File: src/pkg/bcdc_pkg.sv
package bcdc_pkg;
   // ==========================================
   // Widths and digit limits
   localparam int DIGIT_W = 4;
   localparam logic [3:0] DIGIT_MIN = 4'h0;
   localparam logic [3:0] DIGIT_MAX = 4'h9;
   localparam logic [3:0] DIGIT_ONE = 4'h1;
   // ==========================================
   // Reset values
   localparam logic [3:0] COUNT_RST = 4'h0;
   localparam logic TC_RST = 1'b0;
   localparam logic RIPPLE_RST = 1'b1;
   // Input synchroniser reset levels: clock low, up, counting inhibited, load idle
   localparam logic [7:0] SYNC_RST = 8'h0c;
   // ==========================================
   // Synchroniser bit positions
   localparam int SB_CLK = 0;
   localparam int SB_DIR = 1;
   localparam int SB_INH = 2;
   localparam int SB_LOAD = 3;
   localparam int SB_PRE = 4;
   localparam int SYNC_W = 8;
endpackage : bcdc_pkg

File: src/verilog/bcdc_counter.sv
`timescale 1ns/100ps
module bcdc_counter (
   // Clock and reset
   input wire logic CLOCK_I,
   input wire logic RESETN_I,
   // Counter controls
   input wire logic COUNT_CLOCK_I,
   input wire logic PRESET_LOAD_N_I,
   input wire logic COUNT_INHIBIT_I,
   input wire logic COUNT_DOWN_I,
   input wire logic [3:0] PRESET_VALUE_I,
   // Counter outputs
   output logic [3:0] COUNT_VALUE_O,
   output logic TERMINAL_COUNT_O,
   output logic RIPPLE_CLOCK_OUT_O
);

   // ==========================================
   // Input synchronisers
   // Every control pin is foreign to CLOCK_I, so all of them share
   // one two-stage chain and keep their relative timing through it
   logic [7:0] pins;
   logic [7:0] sync1_reg;
   logic [7:0] sync1_next;
   logic [7:0] sync2_reg;
   logic [7:0] sync2_next;
   logic clk_s;
   logic dir_s;
   logic load_n_s;
   logic inh_s;
   logic [3:0] pre_s;

   // Packed in the order of the package bit positions
   assign pins = {PRESET_VALUE_I,
                  PRESET_LOAD_N_I,
                  COUNT_INHIBIT_I,
                  COUNT_DOWN_I,
                  COUNT_CLOCK_I};

   always_comb begin
      sync1_next = pins;
      // Only the second stage ever reads the first
      sync2_next = sync1_reg;
   end

   always_ff @(posedge CLOCK_I or negedge RESETN_I) begin
      if (!RESETN_I) begin
         sync1_reg <= bcdc_pkg::SYNC_RST;
         sync2_reg <= bcdc_pkg::SYNC_RST;
      end else begin
         sync1_reg <= sync1_next;
         sync2_reg <= sync2_next;
      end
   end

   assign clk_s = sync2_reg[bcdc_pkg::SB_CLK];
   assign dir_s = sync2_reg[bcdc_pkg::SB_DIR];
   assign inh_s = sync2_reg[bcdc_pkg::SB_INH];
   assign load_n_s = sync2_reg[bcdc_pkg::SB_LOAD];
   assign pre_s = sync2_reg[bcdc_pkg::SB_PRE +: bcdc_pkg::DIGIT_W];

   // ==========================================
   // Count clock edge detector
   // Reset level matches the synchroniser's clock bit,
   // so leaving reset never shows a false rise
   logic clk_prev_reg;
   logic clk_prev_next;
   logic clk_rise;

   always_comb begin
      clk_prev_next = clk_s;
   end

   always_ff @(posedge CLOCK_I or negedge RESETN_I) begin
      if (!RESETN_I) begin
         clk_prev_reg <= bcdc_pkg::SYNC_RST[bcdc_pkg::SB_CLK];
      end else begin
         clk_prev_reg <= clk_prev_next;
      end
   end

   // Count clock must stay in each level one period to be seen
   assign clk_rise = clk_s & ~clk_prev_reg;

   // ==========================================
   // Mode decode
   typedef enum logic [1:0] {
      BCDC_HOLD = 2'b00,
      BCDC_UP = 2'b01,
      BCDC_DOWN = 2'b10,
      BCDC_LOAD = 2'b11
   } bcdc_mode_t;

   bcdc_mode_t mode;

   // Load wins over everything, then inhibit, then the clock edge
   always_comb begin
      if (!load_n_s) begin
         mode = BCDC_LOAD;
      end else if (inh_s || !clk_rise) begin
         mode = BCDC_HOLD;
      end else if (dir_s) begin
         mode = BCDC_DOWN;
      end else begin
         mode = BCDC_UP;
      end
   end

   // ==========================================
   // Digit arithmetic
   // Codes above nine, reachable only by preset, fall back to zero going up
   function automatic logic [3:0] digit_up(input logic [3:0] value);
      logic [3:0] result;
      if (value >= bcdc_pkg::DIGIT_MAX) begin
         result = bcdc_pkg::DIGIT_MIN;
      end else begin
         result = value + bcdc_pkg::DIGIT_ONE;
      end
      return result;
   endfunction : digit_up

   // Down from an illegal code simply decrements toward nine
   function automatic logic [3:0] digit_down(input logic [3:0] value);
      logic [3:0] result;
      if (value == bcdc_pkg::DIGIT_MIN) begin
         result = bcdc_pkg::DIGIT_MAX;
      end else begin
         result = value - bcdc_pkg::DIGIT_ONE;
      end
      return result;
   endfunction : digit_down

   // ==========================================
   // Counter state
   logic [3:0] count_reg;
   logic [3:0] count_next;

   always_comb begin
      unique case (mode)
         BCDC_LOAD: begin
            // Level-sensitive: preset follows the inputs while load is low
            count_next = pre_s;
         end
         BCDC_UP: begin
            count_next = digit_up(count_reg);
         end
         BCDC_DOWN: begin
            count_next = digit_down(count_reg);
         end
         BCDC_HOLD: begin
            count_next = count_reg;
         end
      endcase
   end

   always_ff @(posedge CLOCK_I or negedge RESETN_I) begin
      if (!RESETN_I) begin
         count_reg <= bcdc_pkg::COUNT_RST;
      end else begin
         count_reg <= count_next;
      end
   end

   // ==========================================
   // Terminal count
   // Taken from the next state so that it moves on the same edge as
   // the count; depends on state and direction only, never on inhibit
   logic tc_reg;
   logic tc_next;
   logic at_top;
   logic at_bottom;

   always_comb begin
      at_top = (count_next == bcdc_pkg::DIGIT_MAX);
      at_bottom = (count_next == bcdc_pkg::DIGIT_MIN);
      if (dir_s) begin
         tc_next = at_bottom;
      end else begin
         tc_next = at_top;
      end
   end

   always_ff @(posedge CLOCK_I or negedge RESETN_I) begin
      if (!RESETN_I) begin
         tc_reg <= bcdc_pkg::TC_RST;
      end else begin
         tc_reg <= tc_next;
      end
   end

   // ==========================================
   // Ripple clock
   // Low only through the low half of the count clock; it uses the
   // registered terminal count, so a stage reads the state it shows
   // Limitation: an inhibit or load change inside the low half ends
   // the pulse early, exactly as the output gating demands
   logic ripple_reg;
   logic ripple_next;
   logic ripple_gate;

   always_comb begin
      ripple_gate = load_n_s & ~inh_s & tc_reg;
      if (ripple_gate && !clk_s) begin
         ripple_next = 1'b0;
      end else begin
         ripple_next = 1'b1;
      end
   end

   always_ff @(posedge CLOCK_I or negedge RESETN_I) begin
      if (!RESETN_I) begin
         ripple_reg <= bcdc_pkg::RIPPLE_RST;
      end else begin
         ripple_reg <= ripple_next;
      end
   end

   // ==========================================
   // Outputs
   // All three come straight from flip-flops, so a cascaded stage
   // never sees a decoding spike from this block
   assign COUNT_VALUE_O = count_reg;
   assign TERMINAL_COUNT_O = tc_reg;
   assign RIPPLE_CLOCK_OUT_O = ripple_reg;

endmodule : bcdc_counter

File: config.mk
export PLATFORM = sky130hd
export DESIGN_NAME = bcdc_counter
export DESIGN_NICKNAME = d
export VERILOG_FILES = /design/src/pkg/bcdc_pkg.sv /design/src/verilog/bcdc_counter.sv
export SDC_FILE = /design/constraint.sdc
export NUM_CORES = 1
export LEC_CHECK = 0
export ABC_AREA = 0
export CORE_ASPECT_RATIO = 0.6
export CORE_UTILIZATION = 30
export DETAILED_ROUTE_END_ITERATION = 8
export DONT_BUFFER_PORTS = 1
export PLACE_DENSITY = 0.53
export SLEW_MARGIN = 20
export SYNTH_ARGS = -nofsm -noshare
export SYNTH_HDL_FRONTEND = slang
export SYNTH_SLANG_ARGS = --single-unit
File: constraint.sdc
create_clock -name CLOCK_I -period 1.9 [get_ports CLOCK_I]
set_input_delay 0.38 -clock CLOCK_I [delete_from_list [all_inputs] [get_ports CLOCK_I]]
set_output_delay 0.38 -clock CLOCK_I [all_outputs]
set_load 0.005 [all_outputs]
==> impl_metrics.csv, run 1 <==
group,metric,value,unit
drt,vias_per_cell,4.42,
floorplanning,die_h,44.9,um
yosys,syn_nets,83,
drt,dr.pass1.iters,4,
yosys,yosys.area.top_type,"dfrtp_1",
cells_and_area,fin_util,0.373,
drt,wl_met3,106,um
worst_setup_path,critPathRequiredTime,2.08,ns
grt,first_global_vias,532,
drt,drc,0,
grt,grt_max_degree,24,
clock_network,cts.sink_count,23,
timing,fin_setup_tns,-0.000953,ns
grt,gr-total-overflow,0,
drt,wl_met2,695,um
outcome,status,"finished, violations left",
place,routabilityCongestion,0.820,
cells_and_area,insertedDiodeCount,0,
grt,antenna_found_initial,0,
clock_network,cts_buffers,3,
job,cap_violations,0,
timing,fin_skew,0.00339,ns
yosys,synth_area,922,um^2
drt,detail-route-antenna-nets,0,
floorplanning,boundaryPins,16,
timing,fmax,0.526,GHz
grt,grt_usage,0.105,
timing,period_minus_slack,1.90,ns
outcome,violations,"setup timing",
floorplanning,num_rows,15,
clock_network,clk_path_buf_depth,2,
worst_setup_path,cp-start-kind,"flip-flop",
clock_network,cts_tree,"yes",
drt,routed-via-count,535,
cells_and_area,layout.cells.most_common,"dfrtp_1",
timing,slew_headroom,0.687,
drt,wl,1.62,mm
drt,top_layer,"met3",
power,power_leakage,0.437,nW
floorplanning,dieArea,3310,um^2
worst_hold_path,hold_path.class,"input pin to asynchronous set/reset pin",
timing,setup_violations,1,
timing,layout_setup_ws,-0.000953,ns
drt,wl_met1,821,um
drt,wl_per_cell,13.4,um
yosys,synth_area_leaders,"dfrtp_1, dfstp_2, ha_1",
timing,finalMaxSlewViolations,0,
worst_setup_path,worstPathArrival,2.08,ns
yosys,yosys_warnings,0,
timing,hold_viol_final,0,
power,p_total,0.980,mW
worst_setup_path,worstPathMaxFanout,3,
clock_network,clk_pin_slew_worst_paths,0.08,ns
place,dp_hpwl,1.11,mm
cells_and_area,final_net_count,93,
place,dp_slack,0.0106,ns
power,vdd_drop_max,597,uV
timing,worstMarginPinSlew,0.469,ns
worst_setup_path,cp-end-kind,"flip-flop",
yosys,ys_seq_area_frac,0.631,
cells_and_area,syn_to_final_growth,16.8,%
yosys,synth_top_area_frac,0.488,
floorplanning,core_area,2890,um^2
floorplanning,start_util,0.319,
cells_and_area,drive_gt1_frac,0.367,
grt,grt_pass1_wl,2.55,mm
yosys,synthCells,70,
cells_and_area,final_cell_mix,"dfrtp_1, dfstp_2, nor2_1, o21ai_0, buf_4",
yosys,synth-seq-cells,23,
yosys,synthDistinctLibCells,29,
worst_setup_path,path_class,"flip-flop to flip-flop",
place,portBuffers,0,
yosys,avgSynthCellArea,13.2,um^2
timing,rsz0062_at_grt,"true",
drt,dr.first_iter.drc_count,50,
timing,final.period_utilization,1.00,
power,power_density,909,nW/um^2
clock_network,cts_max_level,1,
clock_network,root_buffer,"clkbuf_8",
clock_network,clock_latency,0.26,ns
floorplanning,die_x,73.6,um
==> cell families after synthesis <==
| kind of cell | Yosys count | synth area share |
|---|---|---|
| compound gates | 21 | 0.174 |
| xor+xnor | 1 | 0.00950 |
| fa+ha+maj | 3 | 0.0407 |
| buf+inv | 7 | 0.0366 |
| flops | 23 | 0.631 |
| mux | 1 | 0.0122 |
| simple gates | 14 | 0.0963 |
==> metrics by stage <==
stage | std cells | hold slack (ns) | cell area, um^2
finish | 121 | 0.0597 | 1080
global route | 121 | 0.0908 | 1080
CTS | 119 | 0.0990 | 1050
detailed placement | 114 | 0.0847 | 990
global placement | 114 | 0.0848 | 990
floorplan | 70 | 0.0844 | 926
==> timing repair <==
action,CTS,global route
gates resized for setup,0,4
pin swaps,1,5
endpoints found under the setup margin,1,1
hold endpoints to repair,23,0
setup buffers,0,2
hold buffers,1,0
==> worst paths after layout <==
kind	start	to	slack [ns]	cells past startpoint
worst min register to register	sync1_reg[6]$_DFF_PN0_	sync2_reg[6]$_DFF_PN0_	0.35	0
worst max register to register	COUNT_VALUE_O[1]$_DFF_PN0_	TERMINAL_COUNT_O$_DFF_PN0_	-0.001	8
worst min-delay path	RESETN_I	sync2_reg[1]$_DFF_PN0_	0.06	1
max in group asynchronous	RESETN_I	sync1_reg[2]$_DFF_PN1_	1.49	1
worst max-delay path	COUNT_VALUE_O[1]$_DFF_PN0_	TERMINAL_COUNT_O$_DFF_PN0_	-0.001	8
min in group CLOCK_I	COUNT_INHIBIT_I	sync1_reg[2]$_DFF_PN1_	0.11	0
==> where the power goes <==
part | internal (mW) | total [mW] | leakage (nW) | switching (mW)
logic | 0.0574 | 0.127 | 0.151 | 0.0696
registers | 0.522 | 0.550 | 0.264 | 0.0282
clock network | 0.148 | 0.303 | 0.0217 | 0.155
==> cell type report <==
| class | instances | area (um^2) |
|---|---|---|
| clock buffer | 3 | 41.3 |
| multi-input combinational | 40 | 324 |
| clock inverter | 1 | 7.51 |
| inverter | 6 | 22.5 |
| tap | 42 | 52.6 |
| fill | 303 | 1810 |
| timing repair buffer | 6 | 46.3 |
| sequential | 23 | 583 |
==> layer usage <==
| layer | GRT usage | vias up |
|---|---|---|
| met4 | 0.0231 | 0 |
| met1 | 0.149 | 247 |
| met5 | 0 | - |
| met3 | 0.0469 | 0 |
| met2 | 0.149 | 20 |
| li1 | - | 268 |
==> cell usage after synthesis, drive strengths merged <==
cell	count
a211oi	3
a21oi	3
a221oi	1
a22o	1
a41oi	2
buf	1
dfrtp	18
dfstp	5
ha	3
inv	6
mux2	1
nand3	3
nor2	5
nor2b	2
nor3b	1
o21ai	7
o21bai	1
o22ai	1
o2bb2ai	2
or3	1
or3b	1
or4b	1
xnor2	1
==> critical path, cell delays in order, from the launching register on <==
cell      delay (ns)
dfrtp_1         0.37
inv_2           0.07
ha_4            0.16
nor2b_4         0.13
a22o_1          0.25
a41oi_2         0.20
o21ai_2         0.09
or3_1           0.33
a211oi_2        0.22
(Power assumes the default switching activity.)
==> run 2: changes to the inputs <==
--- a/config.mk
+++ b/config.mk
@@ -11,6 +11,7 @@
 export DETAILED_ROUTE_END_ITERATION = 8
 export DONT_BUFFER_PORTS = 1
 export PLACE_DENSITY = 0.53
+export SKIP_CTS_REPAIR_TIMING = 1
 export SLEW_MARGIN = 20
 export SYNTH_ARGS = -nofsm -noshare
 export SYNTH_HDL_FRONTEND = slang
==> run 2 against run 1 <==
  * The run now ends clean
  * Critical path type unchanged
  * Cell count is the same
  * Clock power hardly changed
  * Worst setup slack better by 0.043 ns
  * Global-route usage about the same
  * Sequential power about the same
  * Largest cell class unchanged
  * Sequential share of layout area down 0.50 points
  * Routed wire length shrank 3.0%
  * Maximum frequency increased by 2.3%
  * Hold slack improved by 0.050 ns
==> impl_metrics.csv, run 2 (synthesized netlist as in run 1, its figures left out) <==
group,metric,value,unit
worst_setup_path,cp-endpoint,"TERMINAL_COUNT_O$_DFF_PN0_",
power,switching_share,0.255,
grt,antenna_found_initial,0,
floorplanning,boundaryPins,16,
floorplanning,core_area,2890,um^2
worst_setup_path,worstPathMaxFanout,3,
clock_network,clk_pin_slew_worst_paths,0.08,ns
worst_setup_path,crit_start,"COUNT_VALUE_O[0]$_DFF_PN0_",
timing,hold_viol_final,0,
floorplanning,die_x,73.6,um
timing,slew_headroom,0.764,
drt,vias_per_cell,4.50,
timing,final.period_utilization,0.978,
drt,dr.first_iter.drc_count,47,
power,p_seq_frac,0.563,
clock_network,clk_path_buf_depth,2,
clock_network,cts_buffers,3,
worst_setup_path,r2r_slack,0.04,ns
cells_and_area,nFillCells,301,
worst_setup_path,rr_startpoint,"COUNT_VALUE_O[0]$_DFF_PN0_",
place,dp_slack,0.0106,ns
clock_network,cts.sink_count,23,
power,p_total,0.976,mW
floorplanning,die_h,44.9,um
power,p_clk_frac,0.310,
place,routabilityCongestion,0.820,
cells_and_area,layout.cells.most_common,"dfrtp_1",
cells_and_area,syn_to_final_growth,17.9,%
floorplanning,num_rows,15,
grt,gr-total-overflow,0,
drt,drc,0,
job,cap_violations,0,
power,power_density,898,nW/um^2
grt,grt_pass1_wl,2.53,mm
power,power_frac_comb,0.127,
timing,layout_setup_ws,0.0416,ns
place,dp_hpwl,1.11,mm
worst_setup_path,reg2reg_depth,8,
drt,dr.pass1.iters,4,
power,vdd_drop_max,597,uV
worst_setup_path,worstPathArrival,2.04,ns
cells_and_area,insertedDiodeCount,0,
drt,routed-via-count,545,
grt,first_global_vias,532,
grt,grt_usage,0.105,
power,power.switching,0.249,mW
floorplanning,start_util,0.319,
clock_network,cts_tree,"yes",
worst_setup_path,critPathRequiredTime,2.08,ns
timing,rsz0062_at_grt,"true",
clock_network,cts_max_level,1,
floorplanning,dieArea,3310,um^2
cells_and_area,final_net_count,93,
place,place_area,990,um^2
cells_and_area,stdcell_area,1090,um^2
worst_setup_path,path_class,"flip-flop to flip-flop",
drt,detail-route-antenna-nets,0,
drt,wl,1.57,mm
timing,setup_violations,0,
grt,grt_max_degree,24,
drt,wl_per_cell,13.0,um
timing,fmax,0.538,GHz
cells_and_area,drive_gt1_frac,0.354,
worst_hold_path,hold_path.class,"input pin to flip-flop",
cells_and_area,regArea,583,um^2
cells_and_area,multi_input_area,317,um^2
worst_setup_path,r2r-end,"TERMINAL_COUNT_O$_DFF_PN0_",
power,p_int,0.727,mW
timing,fin_skew,0.00324,ns
place,portBuffers,0,
clock_network,root_buffer,"clkbuf_8",
cells_and_area,final_cell_mix,"dfrtp_1, dfstp_2, nor2_1, o21ai_0, inv_1",
timing,finalMaxSlewViolations,0,
worst_setup_path,cp-end-kind,"flip-flop",
worst_setup_path,cp-start-kind,"flip-flop",
power,power_leakage,0.439,nW
timing,period_minus_slack,1.86,ns
clock_network,clock_latency,0.26,ns
timing,worstMarginPinSlew,0.352,ns
outcome,status,"finished, final reports clean",
-- run 2: per-stage QoR --
step                hold slack (ns)  utilization  std cells  setup TNS [ns]
floorplan                    0.0844            -         70               0
finish                        0.109        0.376        121               0
CTS                          -0.205        0.359        118        -0.00937
global route                 0.0908        0.376        121         -0.0364
detailed placement           0.0847        0.342        114               0
global placement             0.0848        0.342        114               0
-- run 2: routing by layer --
| metal | track usage | vias up | wire length (um) |
|---|---|---|---|
| li1 | - | 267 | - |
| met1 | 0.148 | 256 | 788 |
| met2 | 0.149 | 22 | 683 |
| met3 | 0.0469 | 0 | 102 |
| met4 | 0.0231 | 0 | 0 |
| met5 | 0 | - | 0 |
-- run 2: power by group through the flow --
stage / sequential [mW] / clock [mW] / combinational [mW]
2_1_floorplan: 0.552 / 0 / 0.0785
3_3_place_gp: 0.557 / 0 / 0.103
3_5_place_dp: 0.557 / 0 / 0.101
4_1_cts: 0.548 / 0.316 / 0.102
5_1_grt: 0.554 / 0.334 / 0.139
6_report: 0.549 / 0.303 / 0.124
-- run 2: area by class of cell --
cell class / instances / area share
Multi-Input combinational cell: 40 / 0.291
Tap cell: 42 / 0.0483
Sequential cell: 23 / 0.536
Timing Repair Buffer: 6 / 0.0587
Clock inverter: 1 / 0.00690
Inverter: 6 / 0.0207
Clock buffer: 3 / 0.0380
-- run 2: worst max-delay path, cell delays in order (launching register included) --
cell and delay, ns:
dfrtp_2 0.37, inv_1 0.06, ha_2 0.18, nor2b_4 0.13, a22o_1 0.23, a41oi_2 0.16, o21ai_2 0.09, or3_1 0.37
a211oi_2 0.19
-- run 2: how the worst min path moves through the flow --
stage / from / to / cells after the start / slack, ns
after floorplan: RESETN_I / COUNT_VALUE_O[0]$_DFF_PN0_ / 0 / 0.08
after global placement: RESETN_I / sync2_reg[1]$_DFF_PN0_ / 0 / 0.08
after detailed placement: RESETN_I / sync2_reg[1]$_DFF_PN0_ / 0 / 0.08
after CTS: RESETN_I / sync2_reg[1]$_DFF_PN0_ / 0 / -0.20
after global routing: COUNT_INHIBIT_I / sync1_reg[2]$_DFF_PN1_ / 0 / 0.09
final: COUNT_INHIBIT_I / sync1_reg[2]$_DFF_PN1_ / 0 / 0.11
==> run 3: changes to the inputs <==
--- a/config.mk
+++ b/config.mk
@@ -11,6 +11,7 @@
 export DETAILED_ROUTE_END_ITERATION = 8
 export DONT_BUFFER_PORTS = 1
 export PLACE_DENSITY = 0.53
+export REMOVE_ABC_BUFFERS = 1
 export SKIP_CTS_REPAIR_TIMING = 1
 export SLEW_MARGIN = 20
 export SYNTH_ARGS = -nofsm -noshare
==> run 3 against run 2 <==
  * The flow now finishes with violations (setup timing)
  * Cell count up 3.3%
  * Die area unchanged
  * Via count up 4.4%
  * Sequential power about the same
  * Hold slack better by 0.0013 ns
  * Global-route usage up 0.92 points
  * Combinational power up 17%
==> impl_metrics.csv, run 3 (synthesized netlist as in run 1, its figures left out) <==
group,metric,value,unit
clock_network,cts_buffers,3,
timing,holdWs,0.111,ns
worst_setup_path,cp-start-kind,"flip-flop",
worst_setup_path,reg2reg_depth,8,
timing,hold_viol_final,0,
grt,gr-total-overflow,0,
cells_and_area,final_cell_mix,"dfrtp_1, buf_4, dfstp_2, nor2_1, o21ai_0",
worst_setup_path,cp_cell_sequence,"inv_2, ha_4, nor2b_4, a22o_1, a41oi_2, o21ai_2, or3_4, a211oi_2",
cells_and_area,fin_util,0.389,
timing,fin_setup_tns,-0.0398,ns
outcome,status,"finished, violations left",
worst_hold_path,hold_path.class,"input pin to flip-flop",
grt,antenna_found_initial,0,
place,place_area,1010,um^2
cells_and_area,regArea,582,um^2
floorplanning,start_util,0.319,
cells_and_area,syn_to_final_growth,22.0,%
timing,worstMarginPinSlew,0.357,ns
outcome,violations,"setup timing",
floorplanning,boundaryPins,16,
floorplanning,dieArea,3310,um^2
worst_hold_path,holdPathStages,0,
clock_network,clk_pin_slew_worst_paths,0.09,ns
worst_setup_path,worstPathMaxFanout,3,
drt,dr.pass1.iters,4,
timing,finalMaxSlewViolations,0,
drt,wl_per_cell,12.9,um
place,dp_slack,-0.124,ns
floorplanning,die_x,73.6,um
worst_setup_path,critPathRequiredTime,2.06,ns
timing,final.period_utilization,1.02,
grt,grt_pass1_wl,2.70,mm
cells_and_area,nFillCells,292,
timing,slew_headroom,0.761,
drt,vias_per_cell,4.55,
timing,layout_setup_ws,-0.0398,ns
worst_setup_path,worstPathArrival,2.10,ns
power,power_density,883,nW/um^2
place,dp_hpwl,1.15,mm
worst_setup_path,cp-end-kind,"flip-flop",
place,routabilityCongestion,0.858,
cells_and_area,final_net_count,97,
power,vdd_drop_max,625,uV
cells_and_area,insertedDiodeCount,0,
cells_and_area,multi_input_area,329,um^2
clock_network,clk_path_buf_depth,2,
clock_network,cts_tree,"yes",
clock_network,root_buffer,"clkbuf_8",
worst_setup_path,crit_start,"COUNT_VALUE_O[1]$_DFF_PN0_",
drt,dr.first_iter.drc_count,34,
worst_setup_path,cpPeakStageDelay,0.38,ns
worst_setup_path,r2r-end,"TERMINAL_COUNT_O$_DFF_PN0_",
timing,fin_skew,0.00580,ns
power,power_leakage,0.463,nW
timing,period_minus_slack,1.94,ns
worst_setup_path,rr_startpoint,"COUNT_VALUE_O[1]$_DFF_PN0_",
worst_hold_path,hold_end,"sync1_reg[3]$_DFF_PN1_",
worst_setup_path,path_class,"flip-flop to flip-flop",
clock_network,cts.sink_count,23,
floorplanning,num_rows,15,
worst_setup_path,r2r_slack,-0.04,ns
job,cap_violations,0,
floorplanning,die_h,44.9,um
place,portBuffers,0,
timing,fmax,0.516,GHz
drt,wl,1.61,mm
cells_and_area,drive_gt1_frac,0.373,
worst_setup_path,cp_slowest_cell,"dfrtp_1",
grt,first_global_vias,510,
timing,setup_violations,1,
timing,rsz0062_at_grt,"true",
place,place_inst,117,
cells_and_area,finalNonFillerCells,125,
drt,detail-route-antenna-nets,0,
clock_network,cts_max_level,1,
clock_network,clock_latency,0.26,ns
cells_and_area,layout.cells.most_common,"dfrtp_1",
power,p_total,0.994,mW
cells_and_area,stdcell_area,1120,um^2
drt,drc,0,
grt,grt_max_degree,24,
grt,grt_usage,0.114,
worst_hold_path,hp-start,"PRESET_LOAD_N_I",
floorplanning,core_area,2890,um^2
drt,routed-via-count,569,
## run 3: cell types whose count changed in the layout (fill, tap and decap cells not counted)
cell     previous run  this run
dfrtp_1            17        18
ha_1                1         2
ha_2                2         0
or3_1               1         0
or3_4               0         1
ha_4                0         1
buf_4               3         8
buf_6               1         0
dfrtp_2             1         0
## run 3: critical path: cells and delay by family, from the launching register on
family | cells | cell delay [ns]
AO/OA/AOI/OAI | 4 | 0.77
AND/OR/NAND/NOR | 2 | 0.46
flip-flops | 1 | 0.38
adder cells (fa/ha/maj) | 1 | 0.16
buffers and inverters | 1 | 0.07
## run 3: layout make-up
class,count,share of cell area
timing repair buffer,10,0.0801
sequential,23,0.517
clock inverter,1,0.00667
clock buffer,3,0.0367
inverter,6,0.0200
tap,42,0.0467
multi-input combinational,40,0.293
## run 3: worst max-delay path by stage
stage | end | slack [ns] | cells after the start
CTS | TERMINAL_COUNT_O$_DFF_PN0_ | -0.15 | 8
floorplan | TERMINAL_COUNT_O$_DFF_PN0_ | -0.11 | 8
global placement | TERMINAL_COUNT_O$_DFF_PN0_ | 0.0006 | 8
finish | TERMINAL_COUNT_O$_DFF_PN0_ | -0.04 | 8
detailed placement | TERMINAL_COUNT_O$_DFF_PN0_ | -0.12 | 8
global route | TERMINAL_COUNT_O$_DFF_PN0_ | -0.13 | 8
## run 3: layer usage
metal	track usage	share of wire
met5	0	0
met4	0.0346	0.0056
met3	0.0424	0.061
met2	0.136	0.40
met1	0.183	0.53
## run 3: report_power, final
part	switching, mW	internal (mW)	total (mW)
clock	0.156	0.148	0.304
combinational	0.0755	0.0691	0.145
sequential	0.0243	0.521	0.546
total	0.255	0.738	0.994
